### config.mk
export PLATFORM = sky130hd
export DESIGN_NAME = irq_vector_ctrl
export DESIGN_NICKNAME = d
export VERILOG_FILES = /design/src/hdl/prio_level_decode.v /design/src/hdl/inservice_tracker.v /design/src/hdl/irq_vector_ctrl.v
export VERILOG_INCLUDE_DIRS = /design/src /design/src/hdl
export SDC_FILE = /design/constraint.sdc
export NUM_CORES = 1
export LEC_CHECK = 0
export CORE_ASPECT_RATIO = 0.6
export CORE_MARGIN = 5
export CORE_UTILIZATION = 30
export CTS_CLUSTER_SIZE = 30
export DETAILED_ROUTE_END_ITERATION = 10
export DONT_BUFFER_PORTS = 1
export GPL_TIMING_DRIVEN = 0
export SETUP_SLACK_MARGIN = 0.4
export SKIP_LAST_GASP = 1
export SLEW_MARGIN = 25
export SYNTH_ARGS = -nofsm -noshare
export SYNTH_HDL_FRONTEND = slang
export SYNTH_HIERARCHICAL = 1
export SYNTH_SLANG_ARGS = --single-unit
### constraint.sdc
create_clock -name clk -period 19.4 [get_ports clk]
set_clock_uncertainty 0.2 [all_clocks]
set_input_delay 0.97 -clock clk [delete_from_list [all_inputs] [get_ports clk]]
set_output_delay 0.97 -clock clk [all_outputs]
set_load 0.02 [all_outputs]
### src/hdl/irq_prio_regs.vh
// constants for the extended interrupt priority and vectoring block
// assumes an 8-bit register port and one 20 MHz system clock
// How it works
// - low reg A: eight sources, bit 7 down to 0
// - high reg A: same bits, high priority halves
// - low reg B: wake timer 2, timer3 1, uart1 0
// - high reg B: same three bits, upper five unused
// - level pairs low and high bit per source
// - code high,low: 00 lowest to 11 highest
// - flags polled and resolved every single clock
// - no call while equal or higher in service
// - call only on instruction's last cycle
// - no call on config write or return
// - blocked requests are never remembered
// - call pushes counter, not status word, then vectors
// - response clears flag only for chosen sources
// - return-from-interrupt ends current service routine
// - plain return leaves in-service markers set
// - core resumes from popped address unchecked
// - call takes four cycles, five minimum
// - worst single-interrupt latency is sixteen cycles
`ifndef IRQ_PRIO_REGS_VH
`define IRQ_PRIO_REGS_VH

// ****************************************************************
// register offsets and reset values
// ****************************************************************
`define OFS_PRIO_LOW_A   8'hef
`define OFS_PRIO_HIGH_A  8'hf7
`define OFS_PRIO_LOW_B   8'hfe
`define OFS_PRIO_HIGH_B  8'hff
`define OFS_SVC_STATUS   8'he0
`define OFS_LAST_SOURCE  8'he1
`define OFS_REQ_VIEW_A   8'he2
`define OFS_REQ_VIEW_B   8'he3
`define RST_PRIO         8'h00
`define PRIO_B_MASK      8'h07

// ****************************************************************
// field positions inside the priority registers
// ****************************************************************
`define BIT_TIMER_TWO    7
`define BIT_SERIAL_PERIPH 6
`define BIT_FAULT_BRAKE  5
`define BIT_WATCHDOG     4
`define BIT_PULSE_WIDTH  3
`define BIT_CAPTURE      2
`define BIT_PIN_IRQ      1
`define BIT_TWO_WIRE     0
`define BIT_WAKE_TIMER   2
`define BIT_TIMER_THREE  1
`define BIT_UART_ONE     0

// ****************************************************************
// source numbering, natural order (index 0 wins a tie)
// ****************************************************************
`define NUM_SRC          11
`define SRC_WATCHDOG     4'h0
`define SRC_TWO_WIRE     4'h1
`define SRC_PIN_IRQ      4'h2
`define SRC_FAULT_BRAKE  4'h3
`define SRC_SERIAL_PERIPH 4'h4
`define SRC_TIMER_TWO    4'h5
`define SRC_CAPTURE      4'h6
`define SRC_PULSE_WIDTH  4'h7
`define SRC_UART_ONE     4'h8
`define SRC_TIMER_THREE  4'h9
`define SRC_WAKE_TIMER   4'ha
// sources whose flag the response itself clears
`define AUTO_CLEAR_MASK  11'h200

// ****************************************************************
// timing
// ****************************************************************
`define CALL_CYCLES      3'h4
`define WORST_LATENCY    5'h10

`endif

### src/hdl/prio_level_decode.v
// one source's priority level from its low and high priority bits
// assumes the request is already gated by the source's enable
`timescale 1ns/10ps
module prio_level_decode
(
  input  wire       req,     // qualified request of this source
  input  wire       hiBit,   // high priority bit
  input  wire       loBit,   // low priority bit
  output wire       active,  // request present this cycle
  output wire [1:0] level    // 0 lowest .. 3 highest
);

  // high bit is the upper code bit, so 10 outranks 01
  assign level  = {hiBit, loBit};
  assign active = req;

endmodule // prio_level_decode

### src/hdl/inservice_tracker.v
// one marker per priority level for routines now in service
// assumes a set and a return never coincide; if so, clear then set
`timescale 1ns/10ps
module inservice_tracker
(
  input  wire       clk,        // system clock
  input  wire       sys_rst,    // synchronous reset, high
  input  wire       setEn,      // vector call granted
  input  wire [1:0] setLevel,   // level of the granted source
  input  wire       irqRetPulse,// return-from-interrupt executed
  output reg  [3:0] inService_q,// marker per level
  output reg  [1:0] topLevel,   // highest marked level
  output reg        anyActive   // some routine in service
);

  reg [3:0] inService_d;
  reg [3:0] topMask;

  // ****************************************************************
  // top marker search
  // ****************************************************************
  always @*
  begin
    topLevel = 2'h0;
    topMask  = 4'h0;
    if (inService_q[3])
    begin
      topLevel = 2'h3;
      topMask  = 4'h8;
    end
    else if (inService_q[2])
    begin
      topLevel = 2'h2;
      topMask  = 4'h4;
    end
    else if (inService_q[1])
    begin
      topLevel = 2'h1;
      topMask  = 4'h2;
    end
    else if (inService_q[0])
    begin
      topLevel = 2'h0;
      topMask  = 4'h1;
    end
    anyActive = |inService_q;
  end

  // a return clears only the highest marker, letting a preempted
  // lower routine keep its level blocked
  always @*
  begin
    inService_d = inService_q;
    if (irqRetPulse)
    begin
      inService_d = inService_d & ~topMask;
    end
    if (setEn)
    begin
      inService_d = inService_d | (4'h1 << setLevel);
    end
  end

  always @(posedge clk)
  begin
    if (sys_rst)
      inService_q <= 4'h0;
    else
      inService_q <= inService_d;
  end

endmodule // inservice_tracker

### src/hdl/irq_vector_ctrl.v
// priority resolution, vector call and return tracking
// assumes qualified request flags from the sources and a core that
// reports instruction boundaries, config writes and returns
`timescale 1ns/10ps
`include "irq_prio_regs.vh"
module irq_vector_ctrl
(
  input  wire        clk,              // system clock, 20 MHz
  input  wire        sys_rst,          // synchronous reset, high
  input  wire [7:0]  regAddr,          // register address
  input  wire [7:0]  regWdata,         // register write data
  input  wire        regWr,            // write strobe
  input  wire        regRd,            // read strobe
  output reg  [7:0]  regRdata_q,       // read data, cycle after strobe
  input  wire [10:0] irqReq,           // enabled request flags
  input  wire        instrLastCycle,   // last cycle of instruction
  input  wire        instrWritesCfg,   // instruction writes enable/prio
  input  wire        instrIsIrqRet,    // return-from-interrupt cycle
  output reg         vectorCall_q,     // one-cycle: push counter now
  output reg  [3:0]  vectorSrc_q,      // source being vectored
  output reg  [1:0]  vectorLevel_q,    // its priority level
  output reg         callBusy_q,       // call sequence under way
  output reg         serviceStart_q,   // one-cycle: routine starts
  output reg  [10:0] flagClear_q,      // one-cycle flag clear pulses
  output wire [3:0]  inService_q       // in-service marker per level
);

  // ****************************************************************
  // priority registers
  // ****************************************************************
  reg  [7:0] prioLowA_q;
  reg  [7:0] prioHighA_q;
  reg  [7:0] prioLowB_q;
  reg  [7:0] prioHighB_q;
  reg  [3:0] lastSrc_q;
  reg  [2:0] callCnt_q;

  wire       cfgWrite;
  wire       addrHit;

  assign addrHit = (regAddr == `OFS_PRIO_LOW_A) |
                   (regAddr == `OFS_PRIO_HIGH_A) |
                   (regAddr == `OFS_PRIO_LOW_B) |
                   (regAddr == `OFS_PRIO_HIGH_B);
  // a bus write to a priority register counts as a config write
  assign cfgWrite = instrWritesCfg | (regWr & addrHit);

  // software writes; unused upper bits of the B pair stay zero
  always @(posedge clk)
  begin
    if (sys_rst)
    begin
      prioLowA_q  <= `RST_PRIO;
      prioHighA_q <= `RST_PRIO;
      prioLowB_q  <= `RST_PRIO;
      prioHighB_q <= `RST_PRIO;
    end
    else if (regWr)
    begin
      if (regAddr == `OFS_PRIO_LOW_A)
        prioLowA_q <= regWdata;
      if (regAddr == `OFS_PRIO_HIGH_A)
        prioHighA_q <= regWdata;
      if (regAddr == `OFS_PRIO_LOW_B)
        prioLowB_q <= regWdata & `PRIO_B_MASK;
      if (regAddr == `OFS_PRIO_HIGH_B)
        prioHighB_q <= regWdata & `PRIO_B_MASK;
    end
  end

  // ****************************************************************
  // per-source bit gathering in natural order
  // ****************************************************************
  wire [10:0] srcLo;
  wire [10:0] srcHi;

  assign srcLo[`SRC_WATCHDOG]      = prioLowA_q[`BIT_WATCHDOG];
  assign srcLo[`SRC_TWO_WIRE]      = prioLowA_q[`BIT_TWO_WIRE];
  assign srcLo[`SRC_PIN_IRQ]       = prioLowA_q[`BIT_PIN_IRQ];
  assign srcLo[`SRC_FAULT_BRAKE]   = prioLowA_q[`BIT_FAULT_BRAKE];
  assign srcLo[`SRC_SERIAL_PERIPH] = prioLowA_q[`BIT_SERIAL_PERIPH];
  assign srcLo[`SRC_TIMER_TWO]     = prioLowA_q[`BIT_TIMER_TWO];
  assign srcLo[`SRC_CAPTURE]       = prioLowA_q[`BIT_CAPTURE];
  assign srcLo[`SRC_PULSE_WIDTH]   = prioLowA_q[`BIT_PULSE_WIDTH];
  assign srcLo[`SRC_UART_ONE]      = prioLowB_q[`BIT_UART_ONE];
  assign srcLo[`SRC_TIMER_THREE]   = prioLowB_q[`BIT_TIMER_THREE];
  assign srcLo[`SRC_WAKE_TIMER]    = prioLowB_q[`BIT_WAKE_TIMER];

  assign srcHi[`SRC_WATCHDOG]      = prioHighA_q[`BIT_WATCHDOG];
  assign srcHi[`SRC_TWO_WIRE]      = prioHighA_q[`BIT_TWO_WIRE];
  assign srcHi[`SRC_PIN_IRQ]       = prioHighA_q[`BIT_PIN_IRQ];
  assign srcHi[`SRC_FAULT_BRAKE]   = prioHighA_q[`BIT_FAULT_BRAKE];
  assign srcHi[`SRC_SERIAL_PERIPH] = prioHighA_q[`BIT_SERIAL_PERIPH];
  assign srcHi[`SRC_TIMER_TWO]     = prioHighA_q[`BIT_TIMER_TWO];
  assign srcHi[`SRC_CAPTURE]       = prioHighA_q[`BIT_CAPTURE];
  assign srcHi[`SRC_PULSE_WIDTH]   = prioHighA_q[`BIT_PULSE_WIDTH];
  assign srcHi[`SRC_UART_ONE]      = prioHighB_q[`BIT_UART_ONE];
  assign srcHi[`SRC_TIMER_THREE]   = prioHighB_q[`BIT_TIMER_THREE];
  assign srcHi[`SRC_WAKE_TIMER]    = prioHighB_q[`BIT_WAKE_TIMER];

  // ****************************************************************
  // level decode, one instance per source
  // ****************************************************************
  wire [10:0] srcActive;
  wire [21:0] srcLevel;

  genvar gi;
  generate
    for (gi = 0; gi < `NUM_SRC; gi = gi + 1)
    begin : g_src
      prio_level_decode u_dec
      (
        .req    (irqReq[gi]),
        .hiBit  (srcHi[gi]),
        .loBit  (srcLo[gi]),
        .active (srcActive[gi]),
        .level  (srcLevel[2*gi+1:2*gi])
      );
    end
  endgenerate

  // ****************************************************************
  // poll and resolve in the same cycle the flags are seen
  // ****************************************************************
  reg        winValid;
  reg [3:0]  winSrc;
  reg [1:0]  winLevel;
  integer    si;

  // descending scan with >= leaves the lowest index on a tie,
  // so equal levels fall back to natural order
  always @*
  begin
    winValid = 1'b0;
    winSrc   = 4'h0;
    winLevel = 2'h0;
    for (si = `NUM_SRC - 1; si >= 0; si = si - 1)
    begin
      if (srcActive[si] &&
          (!winValid || srcLevel[2*si+:2] >= winLevel))
      begin
        winValid = 1'b1;
        winSrc   = si[3:0];
        winLevel = srcLevel[2*si+:2];
      end
    end
  end

  // ****************************************************************
  // in-service markers
  // ****************************************************************
  wire [1:0] topLevel;
  wire       anyActive;
  wire       grant;
  wire       levelFree;

  // a new level must beat every level already in service
  assign levelFree = !anyActive || (winLevel > topLevel);

  // nothing here holds a request: a refused poll is simply lost
  // and the next cycle judges the flags afresh
  assign grant = winValid && levelFree &&
                 instrLastCycle &&
                 !cfgWrite && !instrIsIrqRet &&
                 !callBusy_q;

  // a plain subroutine return has no input here at all, so it
  // cannot touch the markers
  inservice_tracker u_track
  (
    .clk         (clk),
    .sys_rst     (sys_rst),
    .setEn       (grant),
    .setLevel    (winLevel),
    .irqRetPulse (instrIsIrqRet),
    .inService_q (inService_q),
    .topLevel    (topLevel),
    .anyActive   (anyActive)
  );

  // ****************************************************************
  // hardware call sequence
  // ****************************************************************
  // the grant cycle is the detect cycle; the call then occupies
  // four cycles and the routine starts on the fifth
  always @(posedge clk)
  begin
    if (sys_rst)
    begin
      callCnt_q      <= 3'h0;
      callBusy_q     <= 1'b0;
      vectorCall_q   <= 1'b0;
      serviceStart_q <= 1'b0;
      vectorSrc_q    <= 4'h0;
      vectorLevel_q  <= 2'h0;
      lastSrc_q      <= 4'h0;
    end
    else
    begin
      vectorCall_q   <= grant;
      serviceStart_q <= (callCnt_q == 3'h1);
      if (grant)
      begin
        callCnt_q     <= `CALL_CYCLES;
        callBusy_q    <= 1'b1;
        vectorSrc_q   <= winSrc;
        vectorLevel_q <= winLevel;
        lastSrc_q     <= winSrc;
      end
      else if (callCnt_q != 3'h0)
      begin
        callCnt_q  <= callCnt_q - 3'h1;
        callBusy_q <= (callCnt_q > 3'h1);
      end
    end
  end

  // ****************************************************************
  // flag clear on response, only for sources that want it
  // ****************************************************************
  reg [10:0] winOneHot;

  always @*
  begin
    winOneHot = 11'h000;
    if (grant)
      winOneHot[winSrc] = 1'b1;
  end

  // sources outside the mask must be cleared by their own routine
  always @(posedge clk)
  begin
    if (sys_rst)
      flagClear_q <= 11'h000;
    else
      flagClear_q <= winOneHot & `AUTO_CLEAR_MASK;
  end

  // ****************************************************************
  // read side
  // ****************************************************************
  reg [7:0] rdMux;

  // unmapped addresses read as zero; the return address itself is
  // kept by the core and never checked here
  always @*
  begin
    case (regAddr)
      `OFS_PRIO_LOW_A:  rdMux = prioLowA_q;
      `OFS_PRIO_HIGH_A: rdMux = prioHighA_q;
      `OFS_PRIO_LOW_B:  rdMux = prioLowB_q;
      `OFS_PRIO_HIGH_B: rdMux = prioHighB_q;
      `OFS_SVC_STATUS:  rdMux = {3'h0, callBusy_q, inService_q};
      `OFS_LAST_SOURCE: rdMux = {4'h0, lastSrc_q};
      `OFS_REQ_VIEW_A:  rdMux = irqReq[7:0];
      `OFS_REQ_VIEW_B:  rdMux = {5'h00, irqReq[10:8]};
      default:          rdMux = 8'h00;
    endcase
  end

  // data stand only in the cycle after the strobe, zero otherwise
  always @(posedge clk)
  begin
    if (sys_rst)
      regRdata_q <= 8'h00;
    else if (regRd)
      regRdata_q <= rdMux;
    else
      regRdata_q <= 8'h00;
  end

endmodule // irq_vector_ctrl

==> metrics <==
area of the multi-input gates between 0.002 and 0.0025 mm^2; total track usage ~15%; wire per inst around 18 um; Crit path top cell by count ha_1; register area 941 um^2; Inserted Clock Buffers 5; status finished clean; headroom to the max-slew limit 29.6%; Final nets just over 500; Worst-path clk slew approximately 0.07 ns; Post-Synthesis Cells roughly 440; final hold violation count 0; Root Driver clkbuf_16; Avg Inst Size Synth 7.81 um^2; fill count 1176; Max-cap violations 0; WP data required 19.43 ns; FF-to-FF path depth 72; die height slightly above 90 um; Critical Path End Type flip-flop; placed cell count 595; Max Slew Vio Count 0; Synth Register Bits 47; Static Leak roughly 1.5 nW; Die X between 100 and 150 um; EDFF count, synth 0; post-synthesis cell area roughly 0.0035 mm^2; Post-DRT Antenna Nets 0; RR Endpoint lastSrc_q[1]; slowest stage cell, crit path a211oi_1; hold path depth 2; Post-route DRC 0; H-tree depth 2; Vias per Instance between 5 and 6; setup_tns 0 ns; io pins between 60 and 70; initial antenna violation count 0; startpoint type of the worst setup path input port; CTS sink count 47; setup violators final 0; Hold Path Sink prioHighA_q[3]; Port Buffers 0; Inserted Diodes 0; Critical Path Fanout Max 10; async set or reset register ratio after synthesis 0%; vias in the first global route 2898; core footprint around 0.011 mm^2; RSZ-0062 raised after global routing false; post-DP HPWL approximately 8.8 mm; Pwr Density a little over 70 mW/mm^2; 1st-iter DRT viols ~270; Distinct cells, synth 63; Worst-Skew Late Latency around 0.30 ns; origin of the critical flop-to-flop path prioLowB_q[2]; largest net degree at the start of global routing 16; sequential cell area fraction in the yosys report 27.3%; Worst Hold Class reg -> reg; clk buf depth 2; gpl congestion 0.890; area growth from synthesis to layout 10.4%; post-route insts no fill 603; routed vias around 3200; max incr delay on CP between 0.5 and 0.6 ns; VDD IR-drop max roughly 0.038 mV; # rows 30; Setup CP Type in -> reg; Worst Hold Launch prioHighA_q[3]; fin crit share 82.4%; Die Area about 0.014 mm^2; Slew @ Worst Pin between 1 and 1.5 ns; drt first pass iters 5; Peak Freq 0.0626 GHz; hold-fix buffers at CTS 0; layout cell share with drive strength beyond 1 between 10% and 20%; Critical Path AT between 15 and 20 ns; Detailed Route WL 10.8 mm; Synth Warn # 6; post-CTS setup buffers 0; number of gates resized after cts 0; CTS tree done; primary flip-flop cell chosen by synthesis mapping dfxtp_1; reg2reg setup slack around 3.8 ns; grt ovf 0; first-pass GRT wire length about 17 mm; min cycle time layout about 16 ns; Starting Density about 31%
==> how the worst max path moves through the flow <==
stage	startpoint	to	slack (ns)
detailed placement	irqReq[10]	lastSrc_q[1]	3.38
global placement	irqReq[10]	lastSrc_q[1]	3.66
CTS	irqReq[10]	lastSrc_q[1]	3.58
floorplan	irqReq[10]	lastSrc_q[1]	5.54
global route	irqReq[10]	lastSrc_q[1]	2.20
finish	irqReq[10]	lastSrc_q[1]	3.42
==> cell usage in the layout (no fill, tap or decap), types with 3 or more instances in the layout <==
| cell | instances |
|---|---|
| mux2i_1 | 6 |
| a21o_1 | 5 |
| conb_1 | 10 |
| nand2b_1 | 10 |
| dfxtp_1 | 47 |
| a21boi_0 | 3 |
| buf_4 | 43 |
| and2_1 | 4 |
| clkbuf_16 | 5 |
| nand2_1 | 59 |
| nor3_1 | 4 |
| nand3_1 | 24 |
| or2_2 | 3 |
| or3_1 | 4 |
| a22oi_1 | 4 |
| nor2_1 | 30 |
| o21ai_0 | 16 |
| a222oi_1 | 6 |
| mux2_2 | 3 |
| clkbuf_1 | 12 |
| nor2b_1 | 5 |
| nor3b_1 | 5 |
| a21oi_1 | 43 |
| a211oi_1 | 5 |
| mux4_2 | 3 |
| and3_1 | 4 |
| ha_1 | 21 |
| o211ai_1 | 3 |
| a31oi_1 | 4 |
| inv_1 | 22 |
| nor4_1 | 4 |
==> stage by stage <==
stage          util, %  power [mW]  instance area [um^2]  worst slack, ns  hold slack [ns]
2_1_floorplan        -       0.168                  3480             5.54            0.246
3_3_place_gp      32.5       0.180                  3660             3.66            0.265
3_5_place_dp      32.5       0.182                  3660             3.38            0.268
4_1_cts           33.8       0.272                  3810             3.58            0.278
5_1_grt           33.8       0.287                  3810             2.20            0.297
6_report          33.8       0.272                  3810             3.42            0.279
==> where the power goes <==
part	internal, mW	switching (mW)	total, mW
clock network	0.0485	0.0423	0.0908
registers	0.102	0.00892	0.111
logic	0.0301	0.0402	0.0703
==> layer usage <==
metal	routed length [um]	track usage, %
met1	5160	23.8
met2	4410	21.8
met3	1150	3.78
met4	62	2.31
met5	0	0
==> flip-flops by register name, summed over array words and instances, names as in the netlist <==
name	count
prioLowA_q	8
prioHighA_q	8
serviceStart_q	1
callCnt_q	3
vectorCall_q	1
callBusy_q	1
prioLowB_q	3
vectorLevel_q	2
prioHighB_q	3
regRdata_q	8
flagClear_q	1
u_track/inService_q	4
lastSrc_q	4
==> cell usage after synthesis (2+ instances only) <==
cell type	number	area (um^2)
nand2_1	59	221
dfxtp_1	47	941
a21oi_1	43	215
buf_4	43	323
nor2_1	30	113
nand3_1	24	120
inv_1	22	82.6
ha_1	21	263
o21ai_0	16	80.1
clkbuf_1	11	41.3
nand2b_1	10	62.6
a222oi_1	6	60.1
mux2i_1	6	60.1
a211oi_1	5	37.5
a21o_1	5	37.5
nor2b_1	5	31.3
nor3b_1	5	37.5
a22oi_1	4	30.0
a31oi_1	4	25.0
and2_1	4	25.0
and3_1	4	25.0
nor3_1	4	20.0
nor4_1	4	25.0
or3_1	4	25.0
a21boi_0	3	22.5
mux2_2	3	33.8
mux4_2	3	67.6
o211ai_1	3	22.5
or2_2	3	18.8
a211o_1	2	17.5
a32oi_1	2	17.5
nand3b_1	2	15.0
nor4_2	2	25.0
o21bai_1	2	15.0
o31ai_1	2	15.0
or4_1	2	15.0
==> cells by family (layout without fill, tap and decap cells) <==
family / after synthesis / count (layout) / synth area share, %
AND/OR/NAND/NOR: 170 / 170 / 24.7
AO/OA/AOI/OAI: 113 / 113 / 22.4
buffers and inverters: 77 / 85 / 13.1
flip-flops: 47 / 47 / 27.3
adder cells (fa/ha/maj): 21 / 21 / 7.61
multiplexers: 12 / 12 / 4.68
other: 1 / 10 / 0.109
XOR/XNOR: 1 / 1 / 0.254
==> area by class of cell <==
cell class / count / area share (%)
tap: 144 / 4.73
multi-input combinational: 327 / 54.9
inverter: 23 / 2.27
sequential: 47 / 24.7
clock buffer: 6 / 3.38
clock inverter: 2 / 0.427
buffer: 54 / 9.56
==> worst max-delay path, delay by kind of cell <==
family | cells | cell delay [ns]
compound gates | 27 | 6.06
fa+ha+maj | 11 | 3.01
buf+inv | 3 | 0.56
mux | 2 | 0.74
simple gates | 29 | 4.62
Power figures use the tool's default switching activity.
